<file path="config.mk">
export PLATFORM = sky130hd
export DESIGN_NAME = pmc_counters
export DESIGN_NICKNAME = d
export VERILOG_FILES = /design/src/rtl/pmc_counters.v
export VERILOG_INCLUDE_DIRS = /design/src /design/src/rtl
export SDC_FILE = /design/constraint.sdc
export NUM_CORES = 1
export LEC_CHECK = 0
export BUFFER_PORTS_ARGS = -buffer_cell sky130_fd_sc_hd__buf_4
export CAP_MARGIN = 20
export CORE_MARGIN = 3
export CORE_UTILIZATION = 60
export DETAILED_ROUTE_END_ITERATION = 6
export GPL_TIMING_DRIVEN = 1
export PLACE_DENSITY = 0.81
export SKIP_LAST_GASP = 1
export SLEW_MARGIN = 25
export SYNTH_ARGS = -nofsm -noshare
export SYNTH_HDL_FRONTEND = slang
export SYNTH_SLANG_ARGS = --single-unit
</file>
<file path="constraint.sdc">
create_clock -name i_clk -period 4.9 [get_ports i_clk]
set_input_delay 0.245 -clock i_clk [delete_from_list [all_inputs] [get_ports i_clk]]
set_output_delay 0.245 -clock i_clk [all_outputs]
set_load 0.005 [all_outputs]
</file>
<file path="src/rtl/pmc_map.vh">
/*
 performance measurement counter constants: register offsets, field
 positions, reset values and event class codes.
 assumes inclusion by bare name from the counter block.
*/
`ifndef PMC_MAP_VH
`define PMC_MAP_VH
// register byte offsets
`define PMC_CTRL_OFS 8'h00
`define PMC_STAT_OFS 8'h04
`define PMC_CHCFG_OFS 8'h10
`define PMC_CNT_OFS 8'h20
// control fields
`define PMC_CTRL_MODE_LSB 0
`define PMC_CTRL_INIT_BIT 4
`define PMC_CTRL_RST 32'h0000_0000
// status fields
`define PMC_STAT_OVF_LSB 0
`define PMC_STAT_RUN_BIT 8
// channel config reset
`define PMC_CHCFG_RST 6'h00
// window modes
`define PMC_MODE_NORMAL 2'h0
`define PMC_MODE_FWD 2'h1
`define PMC_MODE_REV 2'h2
// event classes
`define PMC_EV_DISABLED 6'h00
`define PMC_EV_TIME 6'h01
`define PMC_EV_STATE 6'h02
`define PMC_EV_BRANCH 6'h03
`define PMC_EV_INSTR 6'h04
`define PMC_EV_DSP_INSTR 6'h05
`define PMC_EV_EXCEPTION 6'h06
`define PMC_EV_ICMISS 6'h07
`define PMC_EV_DCMISS 6'h08
`define PMC_EV_IFSTALL 6'h09
`define PMC_EV_DASTALL 6'h0a
`define PMC_EV_DTLB 6'h0b
`define PMC_EV_ITLB 6'h0c
`define PMC_EV_XYSTALL 6'h0d
`define PMC_EV_USTALL 6'h0e
`define PMC_EV_NC_CYC 6'h0f
`define PMC_EV_C_CYC 6'h10
`define PMC_EV_NC_CNT 6'h11
`define PMC_EV_C_CNT 6'h12
`define PMC_EV_INTR 6'h13
// axi responses
`define PMC_RESP_OKAY 2'h0
`define PMC_RESP_SLVERR 2'h2
`endif

</file>
<file path="src/rtl/pmc_counters.v">
/*
 four-channel performance measurement counter with axi4-lite slave.
 assumes event inputs come from cpu logic on i_clk (no synchronisers
 needed); i_clk is the cpu clock and stops in sleep.
*/
// Added by the designer: the placing of the registers and the AXI4-Lite register port.
`include "pmc_map.vh"
module pmc_counters #(
   parameter NUM_CH = 4,
   parameter CNT_W = 32,
   parameter HAS_DSP = 1,
   parameter HAS_MMU = 1,
   parameter HAS_XY = 1,
   parameter HAS_URAM = 1
) (
   input wire i_clk,
   input wire i_resetn,
   // axi4-lite slave
   input wire [7:0] i_awaddr,
   input wire i_awvalid,
   output wire o_awready,
   input wire [31:0] i_wdata,
   input wire [3:0] i_wstrb,
   input wire i_wvalid,
   output wire o_wready,
   output reg [1:0] o_bresp,
   output reg o_bvalid,
   input wire i_bready,
   input wire [7:0] i_araddr,
   input wire i_arvalid,
   output wire o_arready,
   output reg [31:0] o_rdata,
   output reg [1:0] o_rresp,
   output reg o_rvalid,
   input wire i_rready,
   // cpu status and event pulses
   input wire i_prog_start,
   input wire i_break_hit,
   input wire i_cond1_match,
   input wire i_cond2_match,
   input wire i_exec_state,
   input wire i_branch_event,
   input wire i_instr_done,
   input wire i_dsp_instr,
   input wire i_exception_event,
   input wire i_interrupt,
   input wire i_instruction_cache_miss_event,
   input wire i_data_cache_miss_event,
   input wire i_ifetch_stall,
   input wire i_dacc_stall,
   input wire i_data_tlb_miss_cycles,
   input wire i_itlb_miss_cycle,
   input wire i_xy_stall,
   input wire i_uram_stall,
   input wire i_acc_cycle,
   input wire i_acc_start,
   input wire i_acc_cacheable_area,
   // status out
   output wire o_measuring,
   output wire o_break_suppress,
   output wire [NUM_CH-1:0] o_overflow
);

////////////////////////////////////////////////////////////////////////////////
// event class decode: returns increment amount for one channel

// increment for the selected class: 0, 1, or 2 for a branch
function [1:0] ev_incr;
   input [5:0] sel;
   input [19:0] ev;
   begin
      ev_incr = 2'h0;
      case (sel)
         `PMC_EV_TIME: ev_incr = 2'h1;
         `PMC_EV_STATE: ev_incr = {1'b0, ev[0]};
         `PMC_EV_BRANCH: ev_incr = ev[1] ? 2'h2 : 2'h0;
         `PMC_EV_INSTR: ev_incr = {1'b0, ev[2]};
         `PMC_EV_DSP_INSTR: ev_incr = {1'b0, ev[3]};
         `PMC_EV_EXCEPTION: ev_incr = {1'b0, ev[4]};
         `PMC_EV_ICMISS: ev_incr = {1'b0, ev[5]};
         `PMC_EV_DCMISS: ev_incr = {1'b0, ev[6]};
         `PMC_EV_IFSTALL: ev_incr = {1'b0, ev[7]};
         `PMC_EV_DASTALL: ev_incr = {1'b0, ev[8]};
         `PMC_EV_DTLB: ev_incr = {1'b0, ev[9]};
         `PMC_EV_ITLB: ev_incr = {1'b0, ev[10]};
         `PMC_EV_XYSTALL: ev_incr = {1'b0, ev[11]};
         `PMC_EV_USTALL: ev_incr = {1'b0, ev[12]};
         `PMC_EV_NC_CYC: ev_incr = {1'b0, ev[13]};
         `PMC_EV_C_CYC: ev_incr = {1'b0, ev[14]};
         `PMC_EV_NC_CNT: ev_incr = {1'b0, ev[15]};
         `PMC_EV_C_CNT: ev_incr = {1'b0, ev[16]};
         `PMC_EV_INTR: ev_incr = {1'b0, ev[17]};
         default: ev_incr = 2'h0; // disabled or unknown: no count
      endcase
   end
endfunction

////////////////////////////////////////////////////////////////////////////////
// event vector, gated by presence of optional units

wire [19:0] ev_vec; // one bit per event class other than time, access lines split by area, top two bits zero
// area split: cacheable-area attribute only, tlb cacheable bit ignored
wire acc_nc; // non-cacheable area access cycle
wire acc_c; // cacheable area access cycle
assign acc_nc = i_acc_cycle & ~i_acc_cacheable_area;
assign acc_c = i_acc_cycle & i_acc_cacheable_area;
assign ev_vec = {2'b00,
   i_interrupt,
   i_acc_start & i_acc_cacheable_area,
   i_acc_start & ~i_acc_cacheable_area,
   acc_c,
   acc_nc,
   i_uram_stall & (HAS_URAM != 0),
   i_xy_stall & (HAS_XY != 0),
   i_itlb_miss_cycle & (HAS_MMU != 0),
   i_data_tlb_miss_cycles & (HAS_MMU != 0),
   i_dacc_stall,
   i_ifetch_stall,
   i_data_cache_miss_event,
   i_instruction_cache_miss_event,
   i_exception_event,
   i_dsp_instr & (HAS_DSP != 0),
   i_instr_done,
   i_branch_event,
   i_exec_state};

////////////////////////////////////////////////////////////////////////////////
// measurement window state machine

localparam ST_IDLE = 3'b001; // waiting for start
localparam ST_RUN = 3'b010; // counting
localparam ST_DONE = 3'b100; // window closed

reg [2:0] state_reg; // window state
reg [2:0] state_next;
reg [1:0] mode_reg; // window mode, from control register
reg init_pulse; // one-cycle initialize request
wire start_ev; // start event for current mode
wire stop_ev; // stop event for current mode

assign start_ev = (mode_reg == `PMC_MODE_FWD) ? i_cond1_match :
   (mode_reg == `PMC_MODE_REV) ? i_cond2_match :
   i_prog_start;
assign stop_ev = (mode_reg == `PMC_MODE_FWD) ? i_cond2_match :
   (mode_reg == `PMC_MODE_REV) ? i_cond1_match :
   i_break_hit;

// next-state logic
always @* begin
   state_next = state_reg;
   case (state_reg)
      ST_IDLE: begin
         if (start_ev) begin
            state_next = ST_RUN;
         end
      end
      ST_RUN: begin
         if (stop_ev) begin
            state_next = ST_DONE;
         end
      end
      ST_DONE: begin
         if (mode_reg == `PMC_MODE_NORMAL && i_prog_start) begin
            state_next = ST_RUN; // next run resumes accumulation
         end
      end
      default: state_next = ST_IDLE;
   endcase
   if (init_pulse) begin
      state_next = ST_IDLE;
   end
end

// state register
always @(posedge i_clk or negedge i_resetn) begin
   if (!i_resetn) begin
      state_reg <= ST_IDLE;
   end else begin
      state_reg <= state_next;
   end
end

assign o_measuring = (state_reg == ST_RUN);
// window matches are consumed here, never passed on as a break
assign o_break_suppress = (mode_reg != `PMC_MODE_NORMAL);

////////////////////////////////////////////////////////////////////////////////
// axi4-lite write path

reg aw_got_reg; // address taken
reg w_got_reg; // data taken
reg [7:0] awaddr_reg;
reg [31:0] wdata_reg;
reg wstrb0_reg; // byte lane 0 enable, taken with the data
reg [5:0] chcfg_reg [0:NUM_CH-1]; // event class per channel
wire wr_fire; // both halves present, response free

assign o_awready = ~aw_got_reg & ~o_bvalid;
assign o_wready = ~w_got_reg & ~o_bvalid;
assign wr_fire = aw_got_reg & w_got_reg & ~o_bvalid;

// capture address and data independently
always @(posedge i_clk or negedge i_resetn) begin
   if (!i_resetn) begin
      aw_got_reg <= 1'b0;
      w_got_reg <= 1'b0;
      awaddr_reg <= 8'h00;
      wdata_reg <= 32'h0000_0000;
      wstrb0_reg <= 1'b0;
   end else begin
      if (i_awvalid && o_awready) begin
         aw_got_reg <= 1'b1;
         awaddr_reg <= i_awaddr;
      end else if (wr_fire) begin
         aw_got_reg <= 1'b0;
      end
      if (i_wvalid && o_wready) begin
         w_got_reg <= 1'b1;
         wdata_reg <= i_wdata;
         wstrb0_reg <= i_wstrb[0];
      end else if (wr_fire) begin
         w_got_reg <= 1'b0;
      end
   end
end

// register writes and write response
integer k;
always @(posedge i_clk or negedge i_resetn) begin
   if (!i_resetn) begin
      o_bvalid <= 1'b0;
      o_bresp <= `PMC_RESP_OKAY;
      mode_reg <= `PMC_MODE_NORMAL;
      init_pulse <= 1'b0;
      for (k = 0; k < NUM_CH; k = k + 1) begin
         chcfg_reg[k] <= `PMC_CHCFG_RST;
      end
   end else begin
      init_pulse <= 1'b0;
      if (o_bvalid && i_bready) begin
         o_bvalid <= 1'b0;
      end
      if (wr_fire) begin
         o_bvalid <= 1'b1;
         o_bresp <= `PMC_RESP_OKAY;
         if ({awaddr_reg[7:2], 2'b00} == `PMC_CTRL_OFS) begin
            if (wstrb0_reg) begin
               mode_reg <= wdata_reg[`PMC_CTRL_MODE_LSB +: 2];
               init_pulse <= wdata_reg[`PMC_CTRL_INIT_BIT];
            end
         end else if ({awaddr_reg[7:4], 4'h0} == `PMC_CHCFG_OFS) begin
            if (wstrb0_reg) begin
               chcfg_reg[awaddr_reg[3:2]] <= wdata_reg[5:0];
            end
         end else if ({awaddr_reg[7:4], 4'h0} == `PMC_CNT_OFS) begin
            o_bresp <= `PMC_RESP_OKAY; // counters read-only, write ignored
         end else if ({awaddr_reg[7:2], 2'b00} == `PMC_STAT_OFS) begin
            o_bresp <= `PMC_RESP_OKAY; // status read-only
         end else begin
            o_bresp <= `PMC_RESP_SLVERR; // unmapped
         end
      end
   end
end

////////////////////////////////////////////////////////////////////////////////
// counting channels

reg [CNT_W-1:0] cnt_reg [0:NUM_CH-1]; // channel results
reg [NUM_CH-1:0] ovf_reg; // sticky overflow per channel

genvar g;
generate
   for (g = 0; g < NUM_CH; g = g + 1) begin : g_ch
      wire [1:0] inc; // increment this cycle
      wire [CNT_W:0] sum; // count with carry
      assign inc = o_measuring ? ev_incr(chcfg_reg[g], ev_vec) : 2'h0;
      assign sum = {1'b0, cnt_reg[g]} + {{(CNT_W-1){1'b0}}, inc};
      // counter runs on cpu clock, frozen when it stops
      always @(posedge i_clk or negedge i_resetn) begin
         if (!i_resetn) begin
            cnt_reg[g] <= {CNT_W{1'b0}};
            ovf_reg[g] <= 1'b0;
         end else if (init_pulse) begin
            cnt_reg[g] <= {CNT_W{1'b0}};
            ovf_reg[g] <= 1'b0;
         end else begin
            cnt_reg[g] <= sum[CNT_W-1:0];
            if (sum[CNT_W]) begin
               ovf_reg[g] <= 1'b1;
            end
         end
      end
   end
endgenerate

assign o_overflow = ovf_reg;

////////////////////////////////////////////////////////////////////////////////
// axi4-lite read path

assign o_arready = ~o_rvalid;

// read decode and data return
always @(posedge i_clk or negedge i_resetn) begin
   if (!i_resetn) begin
      o_rvalid <= 1'b0;
      o_rdata <= 32'h0000_0000;
      o_rresp <= `PMC_RESP_OKAY;
   end else begin
      if (o_rvalid && i_rready) begin
         o_rvalid <= 1'b0;
      end
      if (i_arvalid && o_arready) begin
         o_rvalid <= 1'b1;
         o_rresp <= `PMC_RESP_OKAY;
         o_rdata <= 32'h0000_0000;
         if ({i_araddr[7:2], 2'b00} == `PMC_CTRL_OFS) begin
            o_rdata[`PMC_CTRL_MODE_LSB +: 2] <= mode_reg;
         end else if ({i_araddr[7:2], 2'b00} == `PMC_STAT_OFS) begin
            o_rdata[`PMC_STAT_OVF_LSB +: NUM_CH] <= ovf_reg;
            o_rdata[`PMC_STAT_RUN_BIT] <= o_measuring;
         end else if ({i_araddr[7:4], 4'h0} == `PMC_CHCFG_OFS) begin
            o_rdata[5:0] <= chcfg_reg[i_araddr[3:2]];
         end else if ({i_araddr[7:4], 4'h0} == `PMC_CNT_OFS) begin
            o_rdata[CNT_W-1:0] <= cnt_reg[i_araddr[3:2]];
         end else begin
            o_rresp <= `PMC_RESP_SLVERR; // unmapped
         end
      end
   end
end

endmodule // pmc_counters

</file>
# == Yosys cells after proc, flatten, opt, wreduce, memory -nomap -nowiden ==
# Cells that the tools add are included.
# totals
ff_bits,217
inputBits,80
output_inout_bits,47
wordCells,226
# classes
add_sub_neg,4
magnitude_cmp,3
eq_ne,90
mux,66
bitwise_logic,16
n_reduce_logical,22
# ops
cell,count
$mux 32,7
$eq 6x4->1 const B,32
$pmux 2 s19,4
$add 32x2->33,4
$eq 6x3->1 const B,16
$eq 6x5->1 const B,16
$bmux 32 s2,1
$eq 6x2->1 const B,8
$eq 6x1->1 const B,6
$mux 30,1
$mux 2,14
$mux 26,1
$bwmux 24,1
$mux 6,4
$mux 1,23
$mux 23,1
$reduce_bool 2->1,9
$bmux 6 s2,1
$demux 6 s2,1
$logic_not 6->1,2
$mux 3,4
$pmux 3 s3,1
$and 1x1->1,8
$eq 4x1->1 const B,2
other kinds (17),34

# == Logic depth before layout (Yosys ltp) ==
# Gate-level depths: netlist of the first run.
# depth
ltp_word,8
ltp_mapped,13
ltp_nobuf,10

# == Worst setup path after synthesis of the first run ==
# No wires, ideal clock.
# synth_path
path_kind,flip-flop to flip-flop
startpoint,reg chcfg_reg[1] (netlist name)
endpoint,"reg ovf_reg[3], in the netlist o_overflow[3]"
setup_ns,0.078
arrival_time_ns,3.374
required_time_ns,4.822
slack_ns,1.448
stages_incl_launch_ff,13
n_path_buf,2
synth_period_minus_slack_ns,3.452
path_cell_list,dfrtp_1 -> buf_1 -> nor4bb_1 -> a221o_1 -> a32oi_1 -> a2111oi_0 -> ha_1 -> fa_1 -> and4_1 -> clkbuf_1 -> nand3_1 -> or4b_2 -> a21oi_1
# synth_via
elab_chain_len,5
word_cells_on_any_way,23
classes_between,1 x add/sub; 19 x eq/ne; 2 x mux; 1 x reduce/logical
# synth_rtl
element,line_no,text
start: declaration,pmc_counters.v:195,reg [5:0] chcfg_reg [0:NUM_CH-1];
start signal: indexed assignment,pmc_counters.v:236,chcfg_reg[k] <= `PMC_CHCFG_RST;
start signal: indexed assignment,pmc_counters.v:253,chcfg_reg[awaddr_reg[3:2]] <= wdata_reg[5:0];
"$eq 6x5->1, or another cell as far along",pmc_counters.v:73,case (sel)
$pmux 2 s19 (*),pmc_counters.v:73,
$mux 2 (*),pmc_counters.v:277,"assign inc = o_measuring ? ev_incr(chcfg_reg[g], ev_vec) : 2'h0;"
$add 32x2->33 (*),pmc_counters.v:278,"assign sum = {1'b0, cnt_reg[g]} + {{(CNT_W-1){1'b0}}, inc};"
$reduce_bool 2->1 (no line) (*),--,
end signal: indexed assignment,pmc_counters.v:283,ovf_reg[g] <= 1'b0;
end signal: indexed assignment,pmc_counters.v:286,ovf_reg[g] <= 1'b0;
end signal: indexed assignment,pmc_counters.v:290,ovf_reg[g] <= 1'b1;
end: declaration,pmc_counters.v:270,reg [NUM_CH-1:0] ovf_reg;
# Mark *: on every way between the ends. The rest lies on a longest branch, timed or not.
# A chain may end at the register's enable or synchronous reset.

# == Worst setup path in the final report of the first run ==
# layout_path
startpoint,reg chcfg_reg[0] (netlist name)
endpoint,"reg ovf_reg[3], in the netlist o_overflow[3]"
# The elaborated chain is that of the path after synthesis.

==> impl_results.md, run 1 <==
- Critical Path AT: 4.51 ns
- Max FO, Critical Path: 12
- RSZ-0062 raised after global routing: false
- Hold Path Class: in2reg
- Relative slew slack: 0.347
- Yosys reg bits: roughly 210
- Prevailing post-synth register cell: dfrtp_1
- Comb pwr share: 0.162
- Asr flop ratio synth: 1.00
- Synth warnings: 0
- Die Wd: approximately 150 um
- Final wirelength: 32,200 um
- Largest net degree at the start of global routing: slightly above 90
- H-tree depth: 1
- Power per cell area: approximately 370 nW/um^2
- Vias in the first global route: 9,686
- CP max stage delay: around 0.66 ns
- Share of layout cells above drive strength 1: 0.212
- Delay-heaviest family, CP: simple AND/OR/NAND/NOR gates
- DRC: 0
- Slowest CP cell: a2111oi_0
- Net Switching: 1400 uW
- # rows: 51
- Antenna violations before repair: 0
- Top cell type's share of synthesized area: 0.441
- RR Startpoint: chcfg_reg[0]
- Hold Vio Cnt, Final: 0
- GRT Total Usage: 0.291
- Crit path to: o_overflow[3]
- Final TNS setup: 0 ns
- Die height: 148 um
- Crit path buf inv count: 0
- Worst vdd ir: ~0.36 mV
- Final Max Slew Viols: 0
- Antenna cells: 0
- CTS tree: yes
- Crit path kind: reg2reg
- Post-CTS setup buffer count: 0
- Leakage: 0.00587 uW
- Reg-to-Reg End: o_overflow[3]
- Max Cap Violations: 0
- Syn_area_per_cell: ~11 um^2
- Core area: 19,600 um^2
- Clock Path Buffers: 3
- Worst Tran Pin Value: 0.972 ns
- Period utilization: 0.832
- Clk_skew: 0.0144 ns
- CP Depth: 10
- Clock Latency Late Sink: about 0.51 ns
- GRT overflow: 0
- Critical path startpoint: chcfg_reg[0]
- Buffers on Ports: just over 90
- Clk pwr share: 0.395
- Post-place setup slack: 0.914 ns
- Reg2Reg Setup Slack: 0.82 ns
- Vias/cell: 6.66
- Total die area: ~22,000 um^2
- Routed len/inst: 21.6 um
- CTS buffer count: 23
- Netlist Area Pre-Place: 12,000 um^2
- Synth area leader: dfrtp_1
- CP Capture Type: flip-flop
- Internal power: 3670 uW
- # IOs: 127
- CP required: 5.33 ns
- DP Cell Count: 1,430
- ANT nets after route: 0
- Number of flops mapped to enable cells by yosys: 0
- Final WS setup: 0.825 ns
- DRT iter0 DRCs: ~930
- Count leader, synth: dfrtp_1
- RD Place Congestion: approximately 0.89
- Register area share after synthesis: 0.443
- Largest register FFs: between 100 and 150
- Design area: 13,800 um^2
- Via count: 9,903
- Worst setup SP type: flip-flop
- Sinks on the clock net: about 210
- Leading cell types by count after synthesis: 212 x dfrtp_1, 81 x nor2_1, 70 x a21oi_1
- Largest cells by area after synthesis: dfrtp_1 44%, mux4_2 8.6%, mux2_2 5.5%
- Layout area overhead: 15.1%
- Status: complete, no violations
- Final setup violation count: 0
- Mapped Cells: between 1,000 and 1,500
- Initial Util: 0.614
- Sequential Power Share: 0.443
- Final net count: 1,299
- Critical-path cell list: mux4_2 > and4b_1 > a41oi_1 > a2111oi_0 > ha_1 > fa_1 > and4_1 > nand3_1 > or4b_2 > a21oi_1
- FMAX: 245 MHz
- Synth cell types: 71
- Clk slew on worst S/H paths: 0.07 ns
- Area after DPL: around 13,000 um^2
- First-pass GRT wire length: 51,300 um
- Post-layout minimum cycle time: 4.08 ns
- Pre-Repair DR Iteration Count: 5
- CTS Root Buffer Type: clkbuf_16
- R2R cell count: 10
- Hpwl dp: 21,400 um
- Net Sw Frac: 0.276
- Finished Layout Cells: 1,488
tightest hold or removal path, delay by kind of cell:
kind,cells,cell delay (ns)
buffers and inverters,1,0.10
AOI/OAI and AO/OA,1,0.07
and+or+nand+nor,1,0.07
how the worst min path moves through the flow:
| stage | cells after the start | endpoint | slack, ns | from |
|---|---|---|---|---|
| after floorplan | 0 | aw_got_reg | -0.05 | i_resetn |
| after global placement | 1 | o_rdata[10] | 0.35 | i_resetn |
| after detailed placement | 1 | o_rdata[10] | 0.35 | i_resetn |
| after CTS | 3 | state_reg[1] | 0.009 | i_prog_start |
| after global routing | 3 | state_reg[1] | 0.02 | i_prog_start |
| final | 3 | state_reg[1] | 0.02 | i_prog_start |
placed cells by master, fill, tap and decap left out, drive strengths merged, types with 3 or more instances in the layout:
| master | instances |
|---|---|
| dfrtp | 212 |
| buf | 100 |
| nor2 | 81 |
| a21oi | 70 |
| nand2 | 62 |
| mux2 | 59 |
| mux4 | 47 |
| nand4 | 44 |
| or4 | 41 |
| nand3 | 40 |
| o31ai | 36 |
| o21ai | 36 |
| inv | 32 |
| or3 | 32 |
| xor2 | 29 |
| clkbuf | 29 |
| a22o | 28 |
| nor2b | 25 |
| nor3 | 22 |
| and4 | 17 |
| nor4 | 17 |
| dlygate4sd3 | 17 |
| xnor2 | 15 |
| mux2i | 12 |
| and2 | 10 |
| ha | 8 |
| and3 | 7 |
| nand2b | 7 |
| bufinv | 7 |
| clkinv | 7 |
| a21o | 5 |
| nor4b | 5 |
| nor3b | 4 |
| or2 | 4 |
| a22oi | 4 |
| fa | 4 |
| nand4b | 3 |
| o211ai | 3 |
| a211oi | 3 |
final cells by class:
class	count	area, um^2
inverter	33	124
fill	1413	5760
tap	265	332
clock inverter	13	244
sequential	213	5340
multi-input combinational	818	6240
clock buffer	28	624
timing repair buffer	118	935
per-layer routing:
layer,global-route usage,wire [um],up-vias
li1,-,-,4436
met1,0.393,12600,4878
met2,0.476,15700,509
met3,0.0494,2610,80
met4,0.114,1270,0
met5,0,0,-
power groups by stage:
| stage | logic, uW | registers, uW | clock network (uW) |
|---|---|---|---|
| 2_1_floorplan | 633 | 2100 | 0 |
| 3_3_place_gp | 764 | 2250 | 0 |
| 3_5_place_dp | 793 | 2270 | 0 |
| 4_1_cts | 815 | 2240 | 2010 |
| 5_1_grt | 897 | 2270 | 2080 |
| 6_report | 824 | 2250 | 2000 |
what timing repair did:
action,CTS,global route
hold buffers,17,0
resized for setup,0,0
hold endpoints to repair,103,0
metrics by stage:
step | hold slack (ns) | total power, uW | util
after CTS | 0.00889 | 5060 | 0.706
after global routing | 0.0243 | 5250 | 0.706
after detailed placement | 0.350 | 3060 | 0.653
after floorplan | -0.0506 | 2740 | -
final | 0.0167 | 5070 | 0.706
after global placement | 0.354 | 3020 | 0.653
cells by family (layout without fill, tap and decap cells):
logic type / count (synthesis) / count (layout) / synth area share
AOI/OAI and AO/OA: 210 / 210 / 0.114
xor gates and xnor gates: 44 / 44 / 0.0321
adders and majority gates: 12 / 12 / 0.0150
buffers and inverters: 110 / 192 / 0.0378
DFF: 213 / 213 / 0.443
muxes: 118 / 118 / 0.154
other: 1 / 2 / 0.000312
and+or+nand+nor: 432 / 432 / 0.204
No activity file was read; power rests on OpenSTA's default activity.
==> run 2: changes to the inputs <==
--- a/config.mk
+++ b/config.mk
@@ -6,6 +6,7 @@
 export SDC_FILE = /design/constraint.sdc
 export NUM_CORES = 1
 export LEC_CHECK = 0
+export ABC_AREA = 1
 export BUFFER_PORTS_ARGS = -buffer_cell sky130_fd_sc_hd__buf_4
 export CAP_MARGIN = 20
 export CORE_MARGIN = 3
==> constraint.sdc (replaced) <==
create_clock -name i_clk -period 3.75 [get_ports i_clk]
set_input_delay 0.1875 -clock i_clk [delete_from_list [all_inputs] [get_ports i_clk]]
set_output_delay 0.1875 -clock i_clk [all_outputs]
set_load 0.005 [all_outputs]
==> impl_results.md, run 2 <==
- Largest register FFs: 128 (unchanged)
- Worst hold slack: 0.0872 ns (+0.0705 ns)
- Power per cell area: 550 nW/um^2 (+50%)
- Clk slew on worst S/H paths: 0.06 ns (about the same)
- Initial Util: 0.622 (+0.00846)
- Vias in the first global route: 12,600 (+31%)
- Worst Tran Pin Value: 0.933 ns (-0.0382 ns)
- Worst setup SP type: flip-flop
- Clock Latency Late Sink: 0.53 ns (+0.02 ns)
- Final net count: 2,094 (+61%)
- Routed len/inst: 18.3 um (-15%)
- Synth cell types: 42 (-41%)
- Leakage: 0.00750 uW (+28%)
- RD Place Congestion: 1.01 (+14%)
- Largest cells by area after synthesis: dfrtp_1 41%, nand2_1 16%, nor2_1 9.6%
- Reg2Reg Setup Slack: 0.61 ns (-0.21 ns)
- Area of the multi-input gates: 6440 um^2 (+3.3%)
- DRT iter0 DRCs: 1,488 (+61%)
- CTS buffer count: 24 (+4.3%)
- GRT overflow: 0 (unchanged)
- Syn_area_per_cell: 6.76 um^2 (-36%)
- Synth warnings: 0 (unchanged)
- Hold endpoint: state_reg[1]
- CTS Root Buffer Type: clkbuf_16
- Crit path kind: reg2reg
- Slowest CP cell: nor4_1
- Prevailing post-synth register cell: dfrtp_1
- DRC: 0 (unchanged)
- Max FO, Critical Path: 4 (-8)
- Post-layout minimum cycle time: 3.14 ns (-0.936 ns)
- Total die area: 23,200 um^2 (+6.5%)
- Relative slew slack: 0.378 (+0.0305)
- GRT Total Usage: 0.356 (+0.0650)
- Worst vdd ir: 0.527 mV (+48%)
- Reg-to-Reg End: cnt_reg[44]
- Core area: 20,600 um^2 (+5.3%)
- Final TNS setup: 0 ns (unchanged)
- CTS tree: yes
- Post-cts resize count: 0 (unchanged)
- RSZ-0062 raised after global routing: false
- Hpwl dp: 31,000 um (+45%)
- Top cell type's share of synthesized area: 0.413 (-0.0278)
- Period utilization: 0.837 (+0.00537)
- First-pass GRT wire length: 67,200 um (+31%)
- # fillers: 1,709 (+21%)
- Sinks on the clock net: 213 (unchanged)
- FMAX: 319 MHz (+30%)
- Mapped Cells: 1,899 (+67%)
- Netlist Area Pre-Place: 12,800 um^2 (+6.7%)
- Share of layout cells above drive strength 1: 0.0832 (-0.129)
- Die height: 152 um (+3.2%)
- Hold depth: 6 (+3)
- Post-place setup slack: 0.746 ns (-0.168 ns)
- Total power: 8150 uW (+61%)
- Synth area leader: dfrtp_1
- Die Wd: 152 um (+3.2%)
- Final core area utilization: 0.719 (+0.0129)
- Max Cap Violations: 0 (unchanged)
- RR Startpoint: state_reg[2]
- CP required: 4.14 ns (-1.19 ns)
- Register area share after synthesis: 0.415 (-0.0280)
- Commonest non-fill, non-tap cell in the layout: nand2_1
- Asr flop ratio synth: 1.00 (unchanged)
- Clk_skew: 0.0228 ns (+0.00840 ns)
- Final setup violation count: 0 (unchanged)
- CP max stage delay: 0.44 ns (-0.22 ns)
- # IOs: 127 (unchanged)
- Critical Path AT: 3.52 ns (-0.99 ns)
- R2R cell count: 13 (+3)
- Yosys reg bits: 213 (unchanged)
- Number of flops mapped to enable cells by yosys: 0 (unchanged)
- Clock Path Buffers: 3 (unchanged)
- Buffers on Ports: 91 (unchanged)
- Via count: 13,400 (+35%)
- Antenna cells: 0 (unchanged)
- Final wirelength: 42,000 um (+30%)
- # rows: 52 (+2.0%)
- HP Start: i_break_hit
- Delay-heaviest family, CP: simple AND/OR/NAND/NOR gates
- Count leader, synth: nand2_1
- Hold Path Class: in2reg
- Largest net degree at the start of global routing: 118 (+30%)
- ANT nets after route: 0 (unchanged)
- Hold Vio Cnt, Final: 0 (unchanged)
- Status: complete, no violations
- Final WS setup: 0.611 ns (-0.214 ns)
- Commonest cells after routing, fill and taps aside: 561 x nand2_1, 328 x nor2_1, 219 x inv_1
- Crit path buf inv count: 4 (+4)
- CP Capture Type: flip-flop
- Vias/cell: 5.83 (-12%)
- Final Max Slew Viols: 0 (unchanged)
- Leading cell types by count after synthesis: 561 x nand2_1, 328 x nor2_1, 219 x inv_1
- Pre-Repair DR Iteration Count: 6 (+1)
- Sequential cell area: 5330 um^2 (about the same)
- H-tree depth: 1 (unchanged)
- Critical-path cell list: inv_1 > nand3_1 > inv_1 > nand2_1 > nor4_1 > buf_4 > fa_1 > nand2_1 > nor2_1 > inv_1 > nor2_1 > xor2_1 > nor2_1
- Antenna violations before repair: 0 (unchanged)
- Layout area overhead: 15.6%
-- run 2: kinds of logic (layout without fill, tap and decap cells) --
kind of cell / Yosys count / in the layout / share of synthesized area
fa+ha+maj: 12 / 12 / 0.0140
xor+xnor: 30 / 30 / 0.0205
flops: 213 / 213 / 0.415
compound gates: 244 / 244 / 0.106
simple gates: 1122 / 1122 / 0.357
mux: 4 / 4 / 0.00351
other cells: 1 / 2 / 0.000292
buf+inv: 273 / 393 / 0.0826
-- run 2: worst min-delay path, cell delays in order --
cell      delay, ns
buf_4          0.08
inv_1          0.03
nand2_1        0.05
o211ai_1       0.10
nand3_1        0.08
a21oi_1        0.06
-- run 2: what timing repair did --
action / in CTS / in global routing
hold endpoints to repair: 132 / 0
buffers inserted: 0 / 0
hold buffers: 19 / 0
-- run 2: metrics by stage --
stage | instances | cell area [um^2]
after global routing | 2290 | 14800
final | 2290 | 14800
after detailed placement | 2227 | 13800
after global placement | 2227 | 13800
after floorplan | 1900 | 12800
after CTS | 2290 | 14800
-- run 2: layout make-up --
| type | count | area share |
|---|---|---|
| flip-flops and latches | 213 | 0.360 |
| well taps | 270 | 0.0228 |
| repair buffers | 125 | 0.0670 |
| clock inverters | 14 | 0.0147 |
| multi-input cells | 1414 | 0.435 |
| inverters | 224 | 0.0567 |
| clock buffers | 30 | 0.0447 |
-- run 2: where the power goes --
group	total [uW]	switching, uW	leakage, uW	internal [uW]
sequential	3300	545	0.00258	2760
clock	2610	1010	0.000425	1600
combinational	2240	1470	0.00449	767
total	8150	3020	0.00750	5130
-- run 2: worst max path at each step --
stage	startpoint	to	slack, ns	cells past startpoint
after CTS	state_reg[2]	cnt_reg[93]	0.70	15
final	state_reg[2]	cnt_reg[44]	0.61	13
after floorplan	chcfg_reg[12]	cnt_reg[94]	1.39	21
after detailed placement	state_reg[0]	cnt_reg[93]	0.75	15
after global routing	state_reg[2]	cnt_reg[89]	0.36	15
after global placement	state_reg[2]	cnt_reg[60]	0.79	14
-- run 2: layer usage --
layer / routed length [um] / track usage / share of wire
met1: 17400 / 0.513 / 0.41
met2: 19600 / 0.575 / 0.47
met3: 3630 / 0.0426 / 0.086
met4: 1430 / 0.0989 / 0.034
met5: 0 / 0 / 0
